### src/bos_pkg.sv
package bos_pkg;

  ////////////////////////////////////////////////////////////////////////
  // register indices, byte address is four times the index
  localparam logic [5:0] IDX_BLOCK_IRQ_EN = 6'h00;
  localparam logic [5:0] IDX_STATUS = 6'h06;
  localparam logic [5:0] IDX_EVT_IRQ_EN = 6'h07;
  localparam logic [5:0] IDX_IRQ_CTRL = 6'h08;
  localparam logic [5:0] IDX_BUF0 = 6'h0A;
  localparam logic [5:0] IDX_BUF1 = 6'h0B;
  localparam logic [5:0] IDX_REPEAT = 6'h15;

  ////////////////////////////////////////////////////////////////////////
  // field positions
  localparam int BIT_BLOCK_EN = 3;
  localparam int BIT_SOT = 5;
  localparam int BIT_EOT = 3;
  localparam int BIT_ABORT = 1;
  localparam int BIT_IDLE = 0;
  localparam int BIT_CLR_ON_RD = 0;
  localparam int BIT_RX_PTR = 7;
  localparam logic [7:0] MSK_ABORT = 8'h01 << BIT_ABORT;
  localparam logic [7:0] MSK_IDLE = 8'h01 << BIT_IDLE;
  localparam logic [7:0] STATUS_MASK = 8'h2B;

  ////////////////////////////////////////////////////////////////////////
  // reset values
  localparam logic [7:0] RST_BLOCK_IRQ_EN = 8'h00;
  localparam logic [7:0] RST_EVT_IRQ_EN = 8'h00;
  localparam logic [7:0] RST_IRQ_CTRL = 8'h01;
  localparam logic [7:0] RST_STATUS = 8'h00;
  localparam logic [7:0] RST_BUF = 8'h00;
  localparam logic RST_LAST_BUF = 1'b1;

  ////////////////////////////////////////////////////////////////////////
  // line patterns
  localparam logic [7:0] IDLE_FLAG = 8'h7E;
  localparam logic [7:0] BOS_FLAG = 8'hFF;
  localparam logic [3:0] ABORT_ONES = 4'h9;

  ////////////////////////////////////////////////////////////////////////
  // bus answers
  localparam logic [1:0] RESP_OKAY = 2'h0;
  localparam logic [1:0] RESP_SLVERR = 2'h2;

  typedef struct packed {
    logic abort;
    logic idle;
    logic word_valid;
    logic [5:0] word;
  } link_event_t;

endpackage

### src/bos_pattern_detect.sv
module bos_pattern_detect (
  // clock and reset
  input wire logic aclk,
  input wire logic aresetn,
  // data link bits
  input wire logic link_bit,
  input wire logic link_bit_valid,
  // decoded events, one-cycle pulses
  output bos_pkg::link_event_t ev
);

  logic [15:0] shift;
  logic [3:0] ones_run;

  wire [15:0] next_shift = {shift[14:0], link_bit};
  wire [3:0] next_run = link_bit ? ones_run + 4'h1 : 4'h0;

  // zero, six bits, zero, eight ones
  wire framed = ~next_shift[15] & ~next_shift[8] &
                (next_shift[7:0] == bos_pkg::BOS_FLAG);
  wire abort_hit = (next_run == bos_pkg::ABORT_ONES);
  wire idle_hit = (next_shift[7:0] == bos_pkg::IDLE_FLAG);

  always_ff @(posedge aclk) begin
    if (!aresetn) begin
      shift <= 16'h0000;
      ones_run <= 4'h0;
      ev <= '0;
    end else if (link_bit_valid) begin
      shift <= next_shift;
      // saturate only while ones keep coming, a zero rearms the detector
      ones_run <= (link_bit && ones_run == bos_pkg::ABORT_ONES) ?
                  ones_run : next_run;
      ev.abort <= abort_hit & (ones_run != bos_pkg::ABORT_ONES);
      ev.idle <= idle_hit;
      ev.word_valid <= framed;
      ev.word <= next_shift[14:9];
    end else begin
      ev.abort <= 1'b0;
      ev.idle <= 1'b0;
      ev.word_valid <= 1'b0;
    end
  end

endmodule

### src/bos_receive_processor.sv
module bos_receive_processor #(
  parameter int CNT_W = 7
) (
  // clock and reset
  input wire logic aclk,
  input wire logic aresetn,
  // data link bits
  input wire logic link_bit,
  input wire logic link_bit_valid,
  // write address
  input wire logic [7:0] awaddr,
  input wire logic awvalid,
  output logic awready,
  // write data
  input wire logic [31:0] wdata,
  input wire logic [3:0] wstrb,
  input wire logic wvalid,
  output logic wready,
  // write response
  output logic [1:0] bresp,
  output logic bvalid,
  input wire logic bready,
  // read address
  input wire logic [7:0] araddr,
  input wire logic arvalid,
  output logic arready,
  // read data
  output logic [31:0] rdata,
  output logic [1:0] rresp,
  output logic rvalid,
  input wire logic rready,
  // interrupt
  output logic irq
);

  generate
    if (CNT_W < 1 || CNT_W > 7) begin : g_bad_width
      $error("CNT_W must lie between 1 and 7");
    end
  endgenerate

  ////////////////////////////////////////////////////////////////////////
  // registers and state

  logic [7:0] block_irq_enable;
  logic [7:0] link_event_status;
  logic [7:0] link_event_irq_enable;
  logic [7:0] irq_control_reg;
  logic [CNT_W-1:0] repeat_limit;
  logic last_buf;
  logic [7:0] rx_buf [2];

  logic active;
  logic done;
  logic [5:0] last_word;
  logic [CNT_W-1:0] rep_cnt;
  bos_pkg::link_event_t ev;

  ////////////////////////////////////////////////////////////////////////
  // line pattern detector

  bos_pattern_detect u_detect (
    .aclk(aclk),
    .aresetn(aresetn),
    .link_bit(link_bit),
    .link_bit_valid(link_bit_valid),
    .ev(ev)
  );

  ////////////////////////////////////////////////////////////////////////
  // write channels

  logic aw_got;
  logic w_got;
  logic [7:0] wa_q;
  logic [7:0] wd_q;
  logic ws_q;

  wire aw_hs = awvalid & awready;
  wire w_hs = wvalid & wready;
  wire do_write = aw_got & w_got & ~bvalid;
  wire next_aw_got = (aw_got | aw_hs) & ~do_write;
  wire next_w_got = (w_got | w_hs) & ~do_write;
  wire [5:0] w_idx = wa_q[7:2];
  wire wr_en = do_write & ws_q;

  wire wr_block = wr_en & (w_idx == bos_pkg::IDX_BLOCK_IRQ_EN);
  wire wr_status = wr_en & (w_idx == bos_pkg::IDX_STATUS);
  wire wr_evt_en = wr_en & (w_idx == bos_pkg::IDX_EVT_IRQ_EN);
  wire wr_ictl = wr_en & (w_idx == bos_pkg::IDX_IRQ_CTRL);
  wire wr_repeat = wr_en & (w_idx == bos_pkg::IDX_REPEAT);

  wire w_mapped = (w_idx == bos_pkg::IDX_BLOCK_IRQ_EN) |
                  (w_idx == bos_pkg::IDX_STATUS) |
                  (w_idx == bos_pkg::IDX_EVT_IRQ_EN) |
                  (w_idx == bos_pkg::IDX_IRQ_CTRL) |
                  (w_idx == bos_pkg::IDX_BUF0) |
                  (w_idx == bos_pkg::IDX_BUF1) |
                  (w_idx == bos_pkg::IDX_REPEAT);

  always_ff @(posedge aclk) begin
    if (!aresetn) begin
      aw_got <= 1'b0;
      w_got <= 1'b0;
      awready <= 1'b0;
      wready <= 1'b0;
      wa_q <= 8'h00;
      wd_q <= 8'h00;
      ws_q <= 1'b0;
    end else begin
      aw_got <= next_aw_got;
      w_got <= next_w_got;
      awready <= ~next_aw_got;
      wready <= ~next_w_got;
      if (aw_hs) begin
        wa_q <= awaddr;
      end
      if (w_hs) begin
        wd_q <= wdata[7:0];
        ws_q <= wstrb[0];
      end
    end
  end

  always_ff @(posedge aclk) begin
    if (!aresetn) begin
      bvalid <= 1'b0;
      bresp <= bos_pkg::RESP_OKAY;
    end else if (do_write) begin
      bvalid <= 1'b1;
      bresp <= w_mapped ? bos_pkg::RESP_OKAY : bos_pkg::RESP_SLVERR;
    end else if (bready) begin
      bvalid <= 1'b0;
    end
  end

  ////////////////////////////////////////////////////////////////////////
  // read channels

  wire ar_hs = arvalid & arready;
  wire next_rvalid = ar_hs | (rvalid & ~rready);
  wire [5:0] r_idx = araddr[7:2];
  wire clr_on_rd = irq_control_reg[bos_pkg::BIT_CLR_ON_RD];
  wire rd_status = ar_hs & (r_idx == bos_pkg::IDX_STATUS);
  wire [7:0] repeat_rd = {last_buf, 7'(repeat_limit)};

  wire hit_block = (r_idx == bos_pkg::IDX_BLOCK_IRQ_EN);
  wire hit_status = (r_idx == bos_pkg::IDX_STATUS);
  wire hit_evt = (r_idx == bos_pkg::IDX_EVT_IRQ_EN);
  wire hit_ictl = (r_idx == bos_pkg::IDX_IRQ_CTRL);
  wire hit_buf0 = (r_idx == bos_pkg::IDX_BUF0);
  wire hit_buf1 = (r_idx == bos_pkg::IDX_BUF1);
  wire hit_rep = (r_idx == bos_pkg::IDX_REPEAT);
  wire r_mapped = hit_block | hit_status | hit_evt | hit_ictl |
                  hit_buf0 | hit_buf1 | hit_rep;

  wire [7:0] rd_byte = hit_block ? block_irq_enable :
                       hit_status ? link_event_status :
                       hit_evt ? link_event_irq_enable :
                       hit_ictl ? irq_control_reg :
                       hit_buf0 ? rx_buf[0] :
                       hit_buf1 ? rx_buf[1] :
                       hit_rep ? repeat_rd : 8'h00;

  always_ff @(posedge aclk) begin
    if (!aresetn) begin
      arready <= 1'b0;
      rvalid <= 1'b0;
      rdata <= 32'h00000000;
      rresp <= bos_pkg::RESP_OKAY;
    end else begin
      arready <= ~next_rvalid;
      rvalid <= next_rvalid;
      if (ar_hs) begin
        rdata <= {24'h000000, rd_byte};
        rresp <= r_mapped ? bos_pkg::RESP_OKAY : bos_pkg::RESP_SLVERR;
      end
    end
  end

  ////////////////////////////////////////////////////////////////////////
  // control registers

  always_ff @(posedge aclk) begin
    if (!aresetn) begin
      block_irq_enable <= bos_pkg::RST_BLOCK_IRQ_EN;
      link_event_irq_enable <= bos_pkg::RST_EVT_IRQ_EN;
      irq_control_reg <= bos_pkg::RST_IRQ_CTRL;
      repeat_limit <= '0;
    end else begin
      if (wr_block) begin
        block_irq_enable <= wd_q;
      end
      if (wr_evt_en) begin
        link_event_irq_enable <= wd_q;
      end
      if (wr_ictl) begin
        irq_control_reg <= wd_q;
      end
      if (wr_repeat) begin
        repeat_limit <= wd_q[CNT_W-1:0];
      end
    end
  end

  ////////////////////////////////////////////////////////////////////////
  // message tracking

  wire new_msg = ev.word_valid & (~active | (ev.word != last_word));
  wire same_msg = ev.word_valid & ~new_msg & ~done;
  wire [CNT_W-1:0] next_cnt = new_msg ? CNT_W'(1) : rep_cnt + 1'b1;
  wire limit_on = (repeat_limit != '0);
  wire eot_ev = (new_msg | same_msg) & limit_on &
                (next_cnt == repeat_limit);
  wire stop_ev = ev.abort | ev.idle;

  always_ff @(posedge aclk) begin
    if (!aresetn) begin
      active <= 1'b0;
      done <= 1'b0;
      last_word <= 6'h00;
      rep_cnt <= '0;
    end else if (stop_ev) begin
      active <= 1'b0;
      done <= 1'b0;
    end else if (new_msg) begin
      active <= 1'b1;
      last_word <= ev.word;
      rep_cnt <= next_cnt;
      done <= eot_ev;
    end else if (same_msg) begin
      rep_cnt <= next_cnt;
      done <= eot_ev;
    end
  end

  ////////////////////////////////////////////////////////////////////////
  // receive buffers

  always_ff @(posedge aclk) begin
    if (!aresetn) begin
      last_buf <= bos_pkg::RST_LAST_BUF;
    end else if (new_msg) begin
      last_buf <= ~last_buf;
    end
  end

  for (genvar i = 0; i < 2; i++) begin : g_buf
    always_ff @(posedge aclk) begin
      if (!aresetn) begin
        rx_buf[i] <= bos_pkg::RST_BUF;
      end else if (new_msg && (last_buf != 1'(i))) begin
        rx_buf[i] <= {1'b0, ev.word, 1'b0};
      end
    end
  end

  ////////////////////////////////////////////////////////////////////////
  // sticky status and interrupt

  logic [7:0] status_set;
  logic [7:0] status_clr;

  always_comb begin
    status_set = 8'h00;
    status_set[bos_pkg::BIT_SOT] = new_msg;
    status_set[bos_pkg::BIT_EOT] = eot_ev;
    status_set[bos_pkg::BIT_ABORT] = ev.abort;
    status_set[bos_pkg::BIT_IDLE] = ev.idle;
  end

  // read clears or write-one clears, by the control bit
  assign status_clr = (rd_status & clr_on_rd) ? bos_pkg::STATUS_MASK :
                      (wr_status & ~clr_on_rd) ?
                      (wd_q & bos_pkg::STATUS_MASK) : 8'h00;

  // a new event wins over a clear in the same cycle
  wire [7:0] next_status = (link_event_status & ~status_clr) |
                           status_set;

  wire block_on = block_irq_enable[bos_pkg::BIT_BLOCK_EN];
  wire [7:0] armed = link_event_status & link_event_irq_enable &
                     bos_pkg::STATUS_MASK;

  always_ff @(posedge aclk) begin
    if (!aresetn) begin
      link_event_status <= bos_pkg::RST_STATUS;
      irq <= 1'b0;
    end else begin
      link_event_status <= next_status;
      irq <= block_on & (|armed);
    end
  end
endmodule

### config.mk
export PLATFORM = sky130hd
export DESIGN_NAME = bos_receive_processor
export DESIGN_NICKNAME = d
export VERILOG_FILES = /design/src/bos_pkg.sv /design/src/bos_pattern_detect.sv /design/src/bos_receive_processor.sv
export SDC_FILE = /design/constraint.sdc
export NUM_CORES = 1
export LEC_CHECK = 0
export ABC_CLOCK_PERIOD_IN_PS = 3500
export BUFFER_PORTS_ARGS = -buffer_cell sky130_fd_sc_hd__buf_2
export CAP_MARGIN = 20
export CORE_MARGIN = 2
export CORE_UTILIZATION = 45
export CTS_CLUSTER_DIAMETER = 60
export CTS_CLUSTER_SIZE = 20
export DETAILED_ROUTE_END_ITERATION = 8
export PLACE_DENSITY = 0.74
export SYNTH_ARGS = -nofsm -noshare
export SYNTH_HDL_FRONTEND = slang
export SYNTH_SLANG_ARGS = --single-unit
### constraint.sdc
create_clock -name aclk -period 3.5 [get_ports aclk]
set_clock_uncertainty 0.1 [all_clocks]
set_input_delay 0.175 -clock aclk [delete_from_list [all_inputs] [get_ports aclk]]
set_output_delay 0.175 -clock aclk [all_outputs]
set_load 0.005 [all_outputs]
Yosys cells after proc, flatten, opt, wreduce, memory -nomap -nowiden
Memories as Yosys holds them, arrays and structs flattened.
Index checks and enable logic that the tools add are counted.
W data, S select, Z words.
- add/sub/neg operators: 2
- eq/ne operators: 19
- muxes and demuxes: 28
- bitwise operators: 66
- reduce and logical (&&, ||, !) cells: 14
- operator list (kind ; number):
    $mux W8 ; 7
    $eq A6 B4 Y1 const B ; 6
    $and A1 B1 Y1 ; 26
    $eq A6 B3 Y1 const B ; 4
    $mux W6 ; 4
    $mux W7 ; 3
    $or A1 B1 Y1 ; 20
    $not A1 Y1 ; 16
    $eq A6 B5 Y1 const B ; 2
    $logic_not A6 Y1 ; 2
    $mux W1 ; 11
    $and A8 B8 Y8 ; 1
    $eq A4 B4 Y1 const B ; 2
    $eq A8 B7 Y1 const B ; 1
    $eq A8 B8 Y1 const B ; 1
    $not A6 Y8 ; 1
    $or A8 B6 Y8 ; 1
    $reduce_and A2 Y1 ; 4
    $add A7 B1 Y7 const B ; 1
    $eq A7 B7 Y1 ; 1
    $reduce_bool A7 Y1 ; 1
    $and A6 B6 Y6 ; 1
    $ne A6 B6 Y1 ; 1
    $add A4 B1 Y4 const B ; 1
    other kinds (7) ; 11
- register bits after elaboration: 120
- RAM bits: 12
- word-level logic and storage cells: 160
- memories kept: 1
- memory list (name ; words ; bits a word ; read ports ; clocked after Yosys merged registers in ; wr ports ; line ; text):
    rx_buf ; 2 ; 6 ; 2 ; 0 ; 2 ; bos_receive_processor.sv:51 ; logic [7:0] rx_buf [2];

Depth between registers and ports, before layout
Gate-level depths: netlist (run 1).
- depth in word-level cells: 11
- depth in mapped cells: 9

By module
Synthesis (run 1) repeated with hierarchy kept, for this count alone.
- cell total of the unflattened synthesis: 590
- area total of the unflattened synthesis: 5586.6 um^2
- modules (own cells, without submodules) (module ; times used ; cells each ; area each (um^2) ; seq. area each (um^2)):
    bos_receive_processor ; 1 ; 492 ; 4615.7 ; 2042.0
    bos_pattern_detect ; 1 ; 98 ; 970.9 ; 440.4

Worst setup path after synthesis (run 1)
OpenSTA, ideal clock, no wires.
- path type: flip-flop to flip-flop
- start: register aw_got
- end: register irq_control_reg[0]
- data arrival time: 2.184 ns
- data required time: 3.271 ns
- setup slack: 1.086 ns
- cell stages (with the launch flop): 10
- clock period less this slack: 2.414 ns
- cell sequence: dfxtp_1 nand2_1 or2_1 clkbuf_1 or4b_4 or4_4 or2_1 buf_6 mux2i_1 nand2_1
- cells in the longest elaborated chain, start to end: 4
- RTL lines (item ; line ; text):
    start: declaration ; bos_receive_processor.sv:73 ; logic aw_got;
    start signal: assignment ; bos_receive_processor.sv:111 ; aw_got <= next_aw_got;
    $and A1 B1 Y1 (2 in series) ; bos_receive_processor.sv:81 ; wire do_write = aw_got & w_got & ~bvalid;
    $and A1 B1 Y1 ; bos_receive_processor.sv:85 ; wire wr_en = do_write & ws_q;
    $and A1 B1 Y1 ; bos_receive_processor.sv:90 ; wire wr_ictl = wr_en & (w_idx == bos_pkg::IDX_IRQ_CTRL);
    end signal: assignment ; bos_receive_processor.sv:188 ; irq_control_reg <= bos_pkg::RST_IRQ_CTRL;
    end signal: assignment ; bos_receive_processor.sv:198 ; irq_control_reg <= wd_q;
    end: declaration ; bos_receive_processor.sv:48 ; logic [7:0] irq_control_reg;
No other way between the ends.
A chain may end at the register's enable or synchronous reset.

==> results of run 1 <==
[cell type report]
| cell class | instances | share of cell area |
|---|---|---|
| Multi-Input combinational cell | 446 | 0.432 |
| Clock inverter | 8 | 0.0147 |
| Timing Repair Buffer | 69 | 0.0687 |
| Tap cell | 168 | 0.0317 |
| Inverter | 8 | 0.00453 |
| Sequential cell | 118 | 0.374 |
| Clock buffer | 24 | 0.0741 |
[power groups by stage]
stage	sequential (uW)	clock, uW	combinational [uW]
2_1_floorplan	1440	0	118
3_3_place_gp	1450	0	138
3_5_place_dp	1450	0	144
4_1_cts	1420	1740	161
5_1_grt	1430	1800	183
6_report	1420	1710	163
[metal layers]
metal | share of wire | global-route usage | vias up | wire, um
li1 | - | - | 2198 | -
met4 | 0.019 | 0.0924 | 0 | 237
met3 | 0.052 | 0.0429 | 20 | 643
met5 | 0 | 0 | - | 0
met2 | 0.47 | 0.315 | 154 | 5840
met1 | 0.46 | 0.258 | 2095 | 5750
[worst reg2reg max path: cells and delay by family (launching register included)]
family,cells,cell delay [ns]
XOR/XNOR,1,0.16
flip-flops,1,0.47
AND/OR/NAND/NOR,4,1.13
AO/OA/AOI/OAI,2,0.84
[cell families after synthesis]
group	Yosys count
DFF	118
AOI/OAI and AO/OA	119
muxes	45
xor gates and xnor gates	19
buffers and inverters	60
adders and majority gates	3
other	1
and+or+nand+nor	234
[per-stage QoR]
step	power, uW	setup slack [ns]	hold slack (ns)	cell area, um2
finish	3300	0.750	0.0179	6630
global route	3410	0.508	0.0237	6630
CTS	3320	0.757	0.000670	6630
detailed placement	1590	0.770	0.334	5840
global placement	1590	0.879	0.324	5840
floorplan	1560	1.09	0.152	5680
[repair_timing]
action / 4_1_cts / 5_1_grt
hold endpoints to repair: 20 / 0
resized for setup: 0 / 0
hold buffers: 20 / 0
[layout by cell type (no fill, tap or decap), drive strengths merged, types with 7 or more instances in the layout]
master and n:
a21boi 25, a21oi 21, a221oi 9, a222oi 8, a22oi 9, and2 19, buf 49, clkbuf 24
conb 26, dfxtp 106, dlygate4sd3 20, edfxtp 12, inv 8, mux2i 45, nand2 60, nand2b 8
nand3 23, nor2 26, nor2b 56, nor3 14, o21ai 20, xnor2 7, xor2 11
[how the worst max path moves through the flow]
| stage | startpoint | to | slack, ns | depth (start not counted) |
|---|---|---|---|---|
| floorplan | aw_got | irq_control_reg[0] | 1.09 | 9 |
| detailed placement | u_detect.shift[12] | rx_buf[1][1] | 0.77 | 5 |
| finish | u_detect.shift[10] | rep_cnt[2] | 0.75 | 7 |
| CTS | u_detect.shift[11] | rx_buf[1][3] | 0.76 | 4 |
| global placement | u_detect.shift[9] | done | 0.88 | 7 |
| global route | u_detect.shift[13] | rx_buf[1][3] | 0.51 | 4 |
==> qor.yml, run 1 <==
n_antenna_cell: 0
seq_area_um2: 2480
reg_top3: "u_detect.shift (15), rx_buf (12)"
die_y_um: 115
postCtsSetupBuffers: 0
yosys_most_used_dff: "dfxtp_1"
hold_depth: 3
place_hpwl_um: 8530
worstPathRequired_ns: 3.76
drt_pass1_iterations: 6
grt.total_usage: 0.198
cp_cell_sequence: "xnor2_1 > nand4_1 > o41a_1 > nor3_1 > nand2_1 > o21ai_0 > and2_1"
cap_violations: 0
p_seq_frac: 0.431
cts_tree: "done"
die-width_um: 115
largest_reg_flops: 15
regMostFlops: "u_detect.shift"
path_class: "register to register"
worstPathMaxFanout: 24
synth.most_common_cell: "dfxtp_1"
worst_slew_pin_slew_ns: 0.952
max_freq_mhz: 364
critPathMaxStageDelay_ns: 0.75
drive_above_1_share: 0.129
worst_ir_drop_vdd_mv: 0.333
maxSlewViolCount: 0
multiInputGateArea_um2: 2870
synth_area_leader_cell: "dfxtp_1"
wl_per_cell_um: 14.8
ys_ff_latch: 118
htree_levels: 4
pwr-share-comb: 0.049
synth-edff-count: 12
min_path_type: "primary input to register"
initial_core_util: 0.463
grt_pass1_vias: 4252
intPower_uw: 2590
grt_max_degree: 76
async_flop_share: 0
p_sw_uw: 706
hold_end: "rresp[1]"
area_delta_synth_final_pct: 18.7
final.setup.tns_ns: 0
core_um2: 12100
route.detailed.drc: 0
clkLatencyLatePin_ns: 0.41
rsz0062_at_grt: "false"
cts-root-buf: "clkbuf_16"
fin_util: 0.550
critical-path-top-delay-family: "simple AND/OR/NAND/NOR gates"
layout.nets: 724
synth_common_cells: "dfxtp_1 (106), nand2_1 (60), nor2b_1 (56), mux2i_1 (45), buf_4 (26)"
dp.cells: 789
ys.warnings.count: 0
clockBufferDepth: 2
synth_mux_area_frac: 0.0806
finalSetupViolations: 0
yosysTopAreaCellShare: 0.380
io_buffers: 45
grt_pass1_wl_um: 20600
ant_nets: 0
seq_area_frac_synth: 0.444
finalHoldViolCount: 0
r2r.worst_path.cells: 7
rrSetupSlack_ns: 0.75
num_rows: 40
slowest_stage: "nor3_1"
antenna_found_initial: 0
synth_adder_area_share: 0.00672
syn_inst: 599
overflow: 0
reg2reg_to: "rep_cnt[2]"
synth_simple_gate_area_frac: 0.226
synth-compound-area-share: 0.150
wirelength_um: 12500
crit_buf_inv: 0
status: "completed"
leakagePower_uw: 0.00252
ios: 103
critical_path_arrival_ns: 3.01
vias: 4467
die_area_um2: 13300
instances_no_fill: 841
critPathCaptureType: "register"
synthXorXnorAreaFrac: 0.0322
synthTopCellsByArea: "dfxtp_1 (38%), mux2i_1 (8.1%), edfxtp_1 (6.4%)"
pwr-share-clk: 0.519
syn_avg_cell_area_um2: 9.33
synth_top_family_by_area: "simple AND/OR/NAND/NOR gates"
gp_congestion: 0.903
clkTransAtPathRegs_ns: 0.05
period_needed_ns: 2.75
cts.sinks: 118
rr_startpoint: "u_detect.shift[10]"
p_per_area_nw_per_um2: 497
dr.first_iter.drc_count: 283
fillers: 1023
viasPerCell: 5.31
slew_headroom: 0.365
cts_buffers: 17
swShare: 0.214
synth.cell_area_um2: 5590
start_kind: "register"
fin_crit_sh: 0.786
yosysUniqueCellTypes: 61
min_from: "araddr[6]"
No activity file was read; power rests on OpenSTA's default activity.
==> inputs of run 2 (changes only) <==
--- a/config.mk
+++ b/config.mk
@@ -5,7 +5,8 @@
 export SDC_FILE = /design/constraint.sdc
 export NUM_CORES = 1
 export LEC_CHECK = 0
-export ABC_CLOCK_PERIOD_IN_PS = 3500
+export ABC_AREA = 1
+export ABC_CLOCK_PERIOD_IN_PS = 2800
 export BUFFER_PORTS_ARGS = -buffer_cell sky130_fd_sc_hd__buf_2
 export CAP_MARGIN = 20
 export CORE_MARGIN = 2
==> constraint.sdc (replaced) <==
create_clock -name aclk -period 2.8 [get_ports aclk]
set_clock_uncertainty 0.1 [all_clocks]
set_input_delay 0.14 -clock aclk [delete_from_list [all_inputs] [get_ports aclk]]
set_output_delay 0.14 -clock aclk [all_outputs]
set_load 0.005 [all_outputs]
==> qor.yml, run 2 <==
status: "completed"  # unchanged
cts.sinks: 118  # unchanged
critical-path-top-delay-family: "compound AO/OA/AOI/OAI gates"  # was simple AND/OR/NAND/NOR gates
maxSlewViolCount: 0  # unchanged
cts_buffers: 17  # unchanged
final.setup.tns_ns: 0  # unchanged
instances_no_fill: 915  # was 841
fin_crit_sh: 0.744  # was 0.786
path_class: "register to register"  # unchanged
finalHoldViolCount: 0  # unchanged
core_um2: 11300  # was 12100 um2
hold-worst-slack_ns: 0.0463  # was 0.0179 ns
vias: 4686  # was 4467
p_per_area_nw_per_um2: 681  # was 497 nW/um2
layout_commonest_cell: "nor2_1"  # was dfxtp_1
clkLatencyLatePin_ns: 0.42  # was 0.41 ns
die_y_um: 111  # was 115 um
initial_core_util: 0.458  # was 0.463
async_flop_share: 0  # unchanged
swShare: 0.216  # was 0.214
htree_levels: 4  # unchanged
grtUsageMet3: 0.0441  # was 0.0429
drt_pass1_iterations: 5  # was 6
synth-edff-count: 12  # unchanged
cp_cell_sequence: "inv_1 > o21ai_0 > nor2_1 > nand3_2 > nand2_4 > o21ai_0"  # was xnor2_1 > nand4_1 > o41a_1 > nor3_1 > nand2_1 > o21ai_0 > and2_1
use_met2: 0.308  # was 0.315
fin_ws_ns: 0.716  # was 0.750 ns
grt_pass1_wl_um: 19200  # was 20600 um
clockBufferDepth: 2  # unchanged
wl_per_cell_um: 13.0  # was 14.8 um
crit_top_cell: "o21ai_0"
gp_congestion: 0.916  # was 0.903
r2r.worst_path.cells: 6  # was 7
finalSetupViolations: 0  # unchanged
viasPerCell: 5.12  # was 5.31
start_kind: "register"  # unchanged
layout_common_cells: "nor2_1 (111), dfxtp_1 (106), nand2_1 (103)"  # was dfxtp_1 (106), nand2_1 (60), nor2b_1 (56)
p_sw_uw: 914  # was 706 uW
min_path_type: "primary input to register"  # unchanged
pwr-share-clk: 0.528  # was 0.519
yosysTopAreaCellShare: 0.409  # was 0.380
ys_ff_latch: 118  # unchanged
regMostFlops: "u_detect.shift"  # unchanged
synth_common_cells: "nor2_1 (111), dfxtp_1 (106), nand2_1 (103), o21ai_0 (88), inv_1 (76)"  # was dfxtp_1 (106), nand2_1 (60), nor2b_1 (56), mux2i_1 (45), buf_4 (26)
busiest_layer: "met2"  # unchanged
worst_slew_pin_slew_ns: 0.821  # was 0.952 ns
synth.most_common_cell: "nor2_1"  # was dfxtp_1
intPower_uw: 3320  # was 2590 uW
rr_startpoint: "last_word[3]"  # was u_detect.shift[10]
n_antenna_cell: 0  # unchanged
rsz0062_at_grt: "false"  # unchanged
layout.nets: 824  # was 724
period_needed_ns: 2.08  # was 2.75 ns
cp.depth: 6  # was 7
clkTransAtPathRegs_ns: 0.06  # was 0.05 ns
dp.cells: 865  # was 789
crit_buf_inv: 1  # was 0
synthTopCellsByArea: "dfxtp_1 (41%), o21ai_0 (8.5%), nor2_1 (8.0%)"  # was dfxtp_1 (38%), mux2i_1 (8.1%), edfxtp_1 (6.4%)
grt_pass1_vias: 4135  # was 4252
leakagePower_uw: 0.00264  # was 0.00252 uW
num_rows: 39  # was 40
grt_max_degree: 40  # was 76
cts-root-buf: "clkbuf_16"  # unchanged
max_freq_mhz: 480  # was 364 MHz
worstPathRequired_ns: 2.74  # was 3.76 ns
p_seq_frac: 0.421  # was 0.431
dr.first_iter.drc_count: 469  # was 283
crit_start: "last_word[3]"  # was u_detect.shift[10]
critical_path_arrival_ns: 2.03  # was 3.01 ns
io_buffers: 45  # unchanged
antenna_found_initial: 0  # unchanged
slew_headroom: 0.447  # was 0.365
worstPathMaxFanout: 19  # was 24
route.detailed.drc: 0  # unchanged
crit_end: "rx_buf[0][2]"  # was rep_cnt[2]
fillers: 1026  # was 1023
syn_inst: 693  # was 599
critPathCaptureType: "register"  # unchanged
pwr-share-comb: 0.050  # was 0.049
reg_top3: "u_detect.shift (15), rx_buf (12)"  # unchanged
ant_nets: 0  # unchanged
grt_use_met1: 0.249  # was 0.258
slowest_stage: "o21ai_0"  # was nor3_1
p_total_uw: 4240  # was 3300 uW
wirelength_um: 11900  # was 12500 um
die_area_um2: 12400  # was 13300 um2
yosys_most_used_dff: "dfxtp_1"  # unchanged
ys.warnings.count: 0  # unchanged
place_ws_ns: 0.790  # was 0.770 ns
yosysUniqueCellTypes: 35  # was 61
critPathMaxStageDelay_ns: 0.70  # was 0.75 ns
area_delta_synth_final_pct: 20.1  # was 18.7%
place_hpwl_um: 7860  # was 8530 um
grt.total_usage: 0.192  # was 0.198
worst_ir_drop_vdd_mv: 0.486  # was 0.333 mV
ios: 103  # unchanged
cap_violations: 0  # unchanged
syn_avg_cell_area_um2: 7.48  # was 9.33 um2
overflow: 0  # unchanged
multiInputGateArea_um2: 2210  # was 2870 um2
die-width_um: 111  # was 115 um
synth.cell_area_um2: 5180  # was 5590 um2
cts_tree: "done"  # unchanged
rrSetupSlack_ns: 0.72  # was 0.75 ns
seq_area_um2: 2480  # unchanged
ctsResizeCount: 0  # unchanged
largest_reg_flops: 15  # unchanged
drive_above_1_share: 0.115  # was 0.129
seq_area_frac_synth: 0.479  # was 0.444
synth_area_leader_cell: "dfxtp_1"  # unchanged
reg2reg_to: "rx_buf[0][2]"  # was rep_cnt[2]
==> run 2: cell count changes after synthesis, sizes merged, moves of 44 or more <==
cell | before | now
nor2 | 26 | 112
inv | 8 | 80
o21ai | 20 | 89
nor2b | 56 | 0
mux2i | 45 | 0
nand2 | 60 | 104
==> run 2: area by class of cell <==
cell class,count,area share
clock buffer,24,0.0790
inverter,82,0.0494
sequential,118,0.399
clock inverter,7,0.0191
timing repair buffer,67,0.0704
tap,143,0.0287
multi-input combinational,474,0.355
==> run 2: through the flow <==
step | cell area [um2] | utilization
final | 6220 | 0.550
after global routing | 6220 | 0.550
after CTS | 6220 | 0.550
after detailed placement | 5420 | 0.479
after global placement | 5420 | 0.479
after floorplan | 5280 | -
==> run 2: cell families (layout without fill, tap and decap cells) <==
logic type | Yosys count | count (layout) | synth area share
compound gates | 182 | 182 | 0.186
xor+xnor | 3 | 3 | 0.00507
fa+ha+maj | 3 | 3 | 0.00724
buf+inv | 126 | 180 | 0.113
flops | 118 | 118 | 0.479
other cells | 1 | 26 | 0.000723
simple gates | 260 | 260 | 0.209
==> run 2: how the worst min path moves through the flow <==
stage | end | startpoint | slack, ns | depth (start not counted)
final | u_detect.ones_run[2] | aresetn | 0.05 | 3
after global routing | u_detect.ones_run[2] | aresetn | 0.07 | 3
after CTS | u_detect.ones_run[2] | aresetn | 0.03 | 3
after detailed placement | bvalid | bready | 0.30 | 4
after global placement | wa_q[3] | awaddr[3] | 0.29 | 3
after floorplan | u_detect.ev[6] | link_bit_valid | 0.20 | 2
==> run 2: what timing repair did <==
| item | in CTS | in global routing |
|---|---|---|
| buffers inserted | 0 | 0 |
| hold buffers | 19 | 0 |
| endpoints found under the hold margin | 23 | 0 |
| endpoints found under the setup margin | 0 | 0 |
==> run 2: per-layer routing <==
layer,up-vias,part of all wire
met2,156,0.46
met3,18,0.056
met4,0,0.021
li1,2371,-
met5,-,0
met1,2141,0.46
==> run 2: power groups by stage <==
stage | clock, uW | combinational [uW] | sequential (uW)
floorplan | 0 | 152 | 1810
global placement | 0 | 186 | 1820
detailed placement | 0 | 188 | 1820
CTS | 2250 | 209 | 1780
global route | 2330 | 241 | 1790
finish | 2240 | 214 | 1780
==> run 2: worst register-to-register path, stage by stage (launching register included) <==
cell	delay, ns
dfxtp_1	0.30
inv_1	0.05
o21ai_0	0.19
nor2_1	0.09
nand3_2	0.11
nand2_4	0.16
o21ai_0	0.70
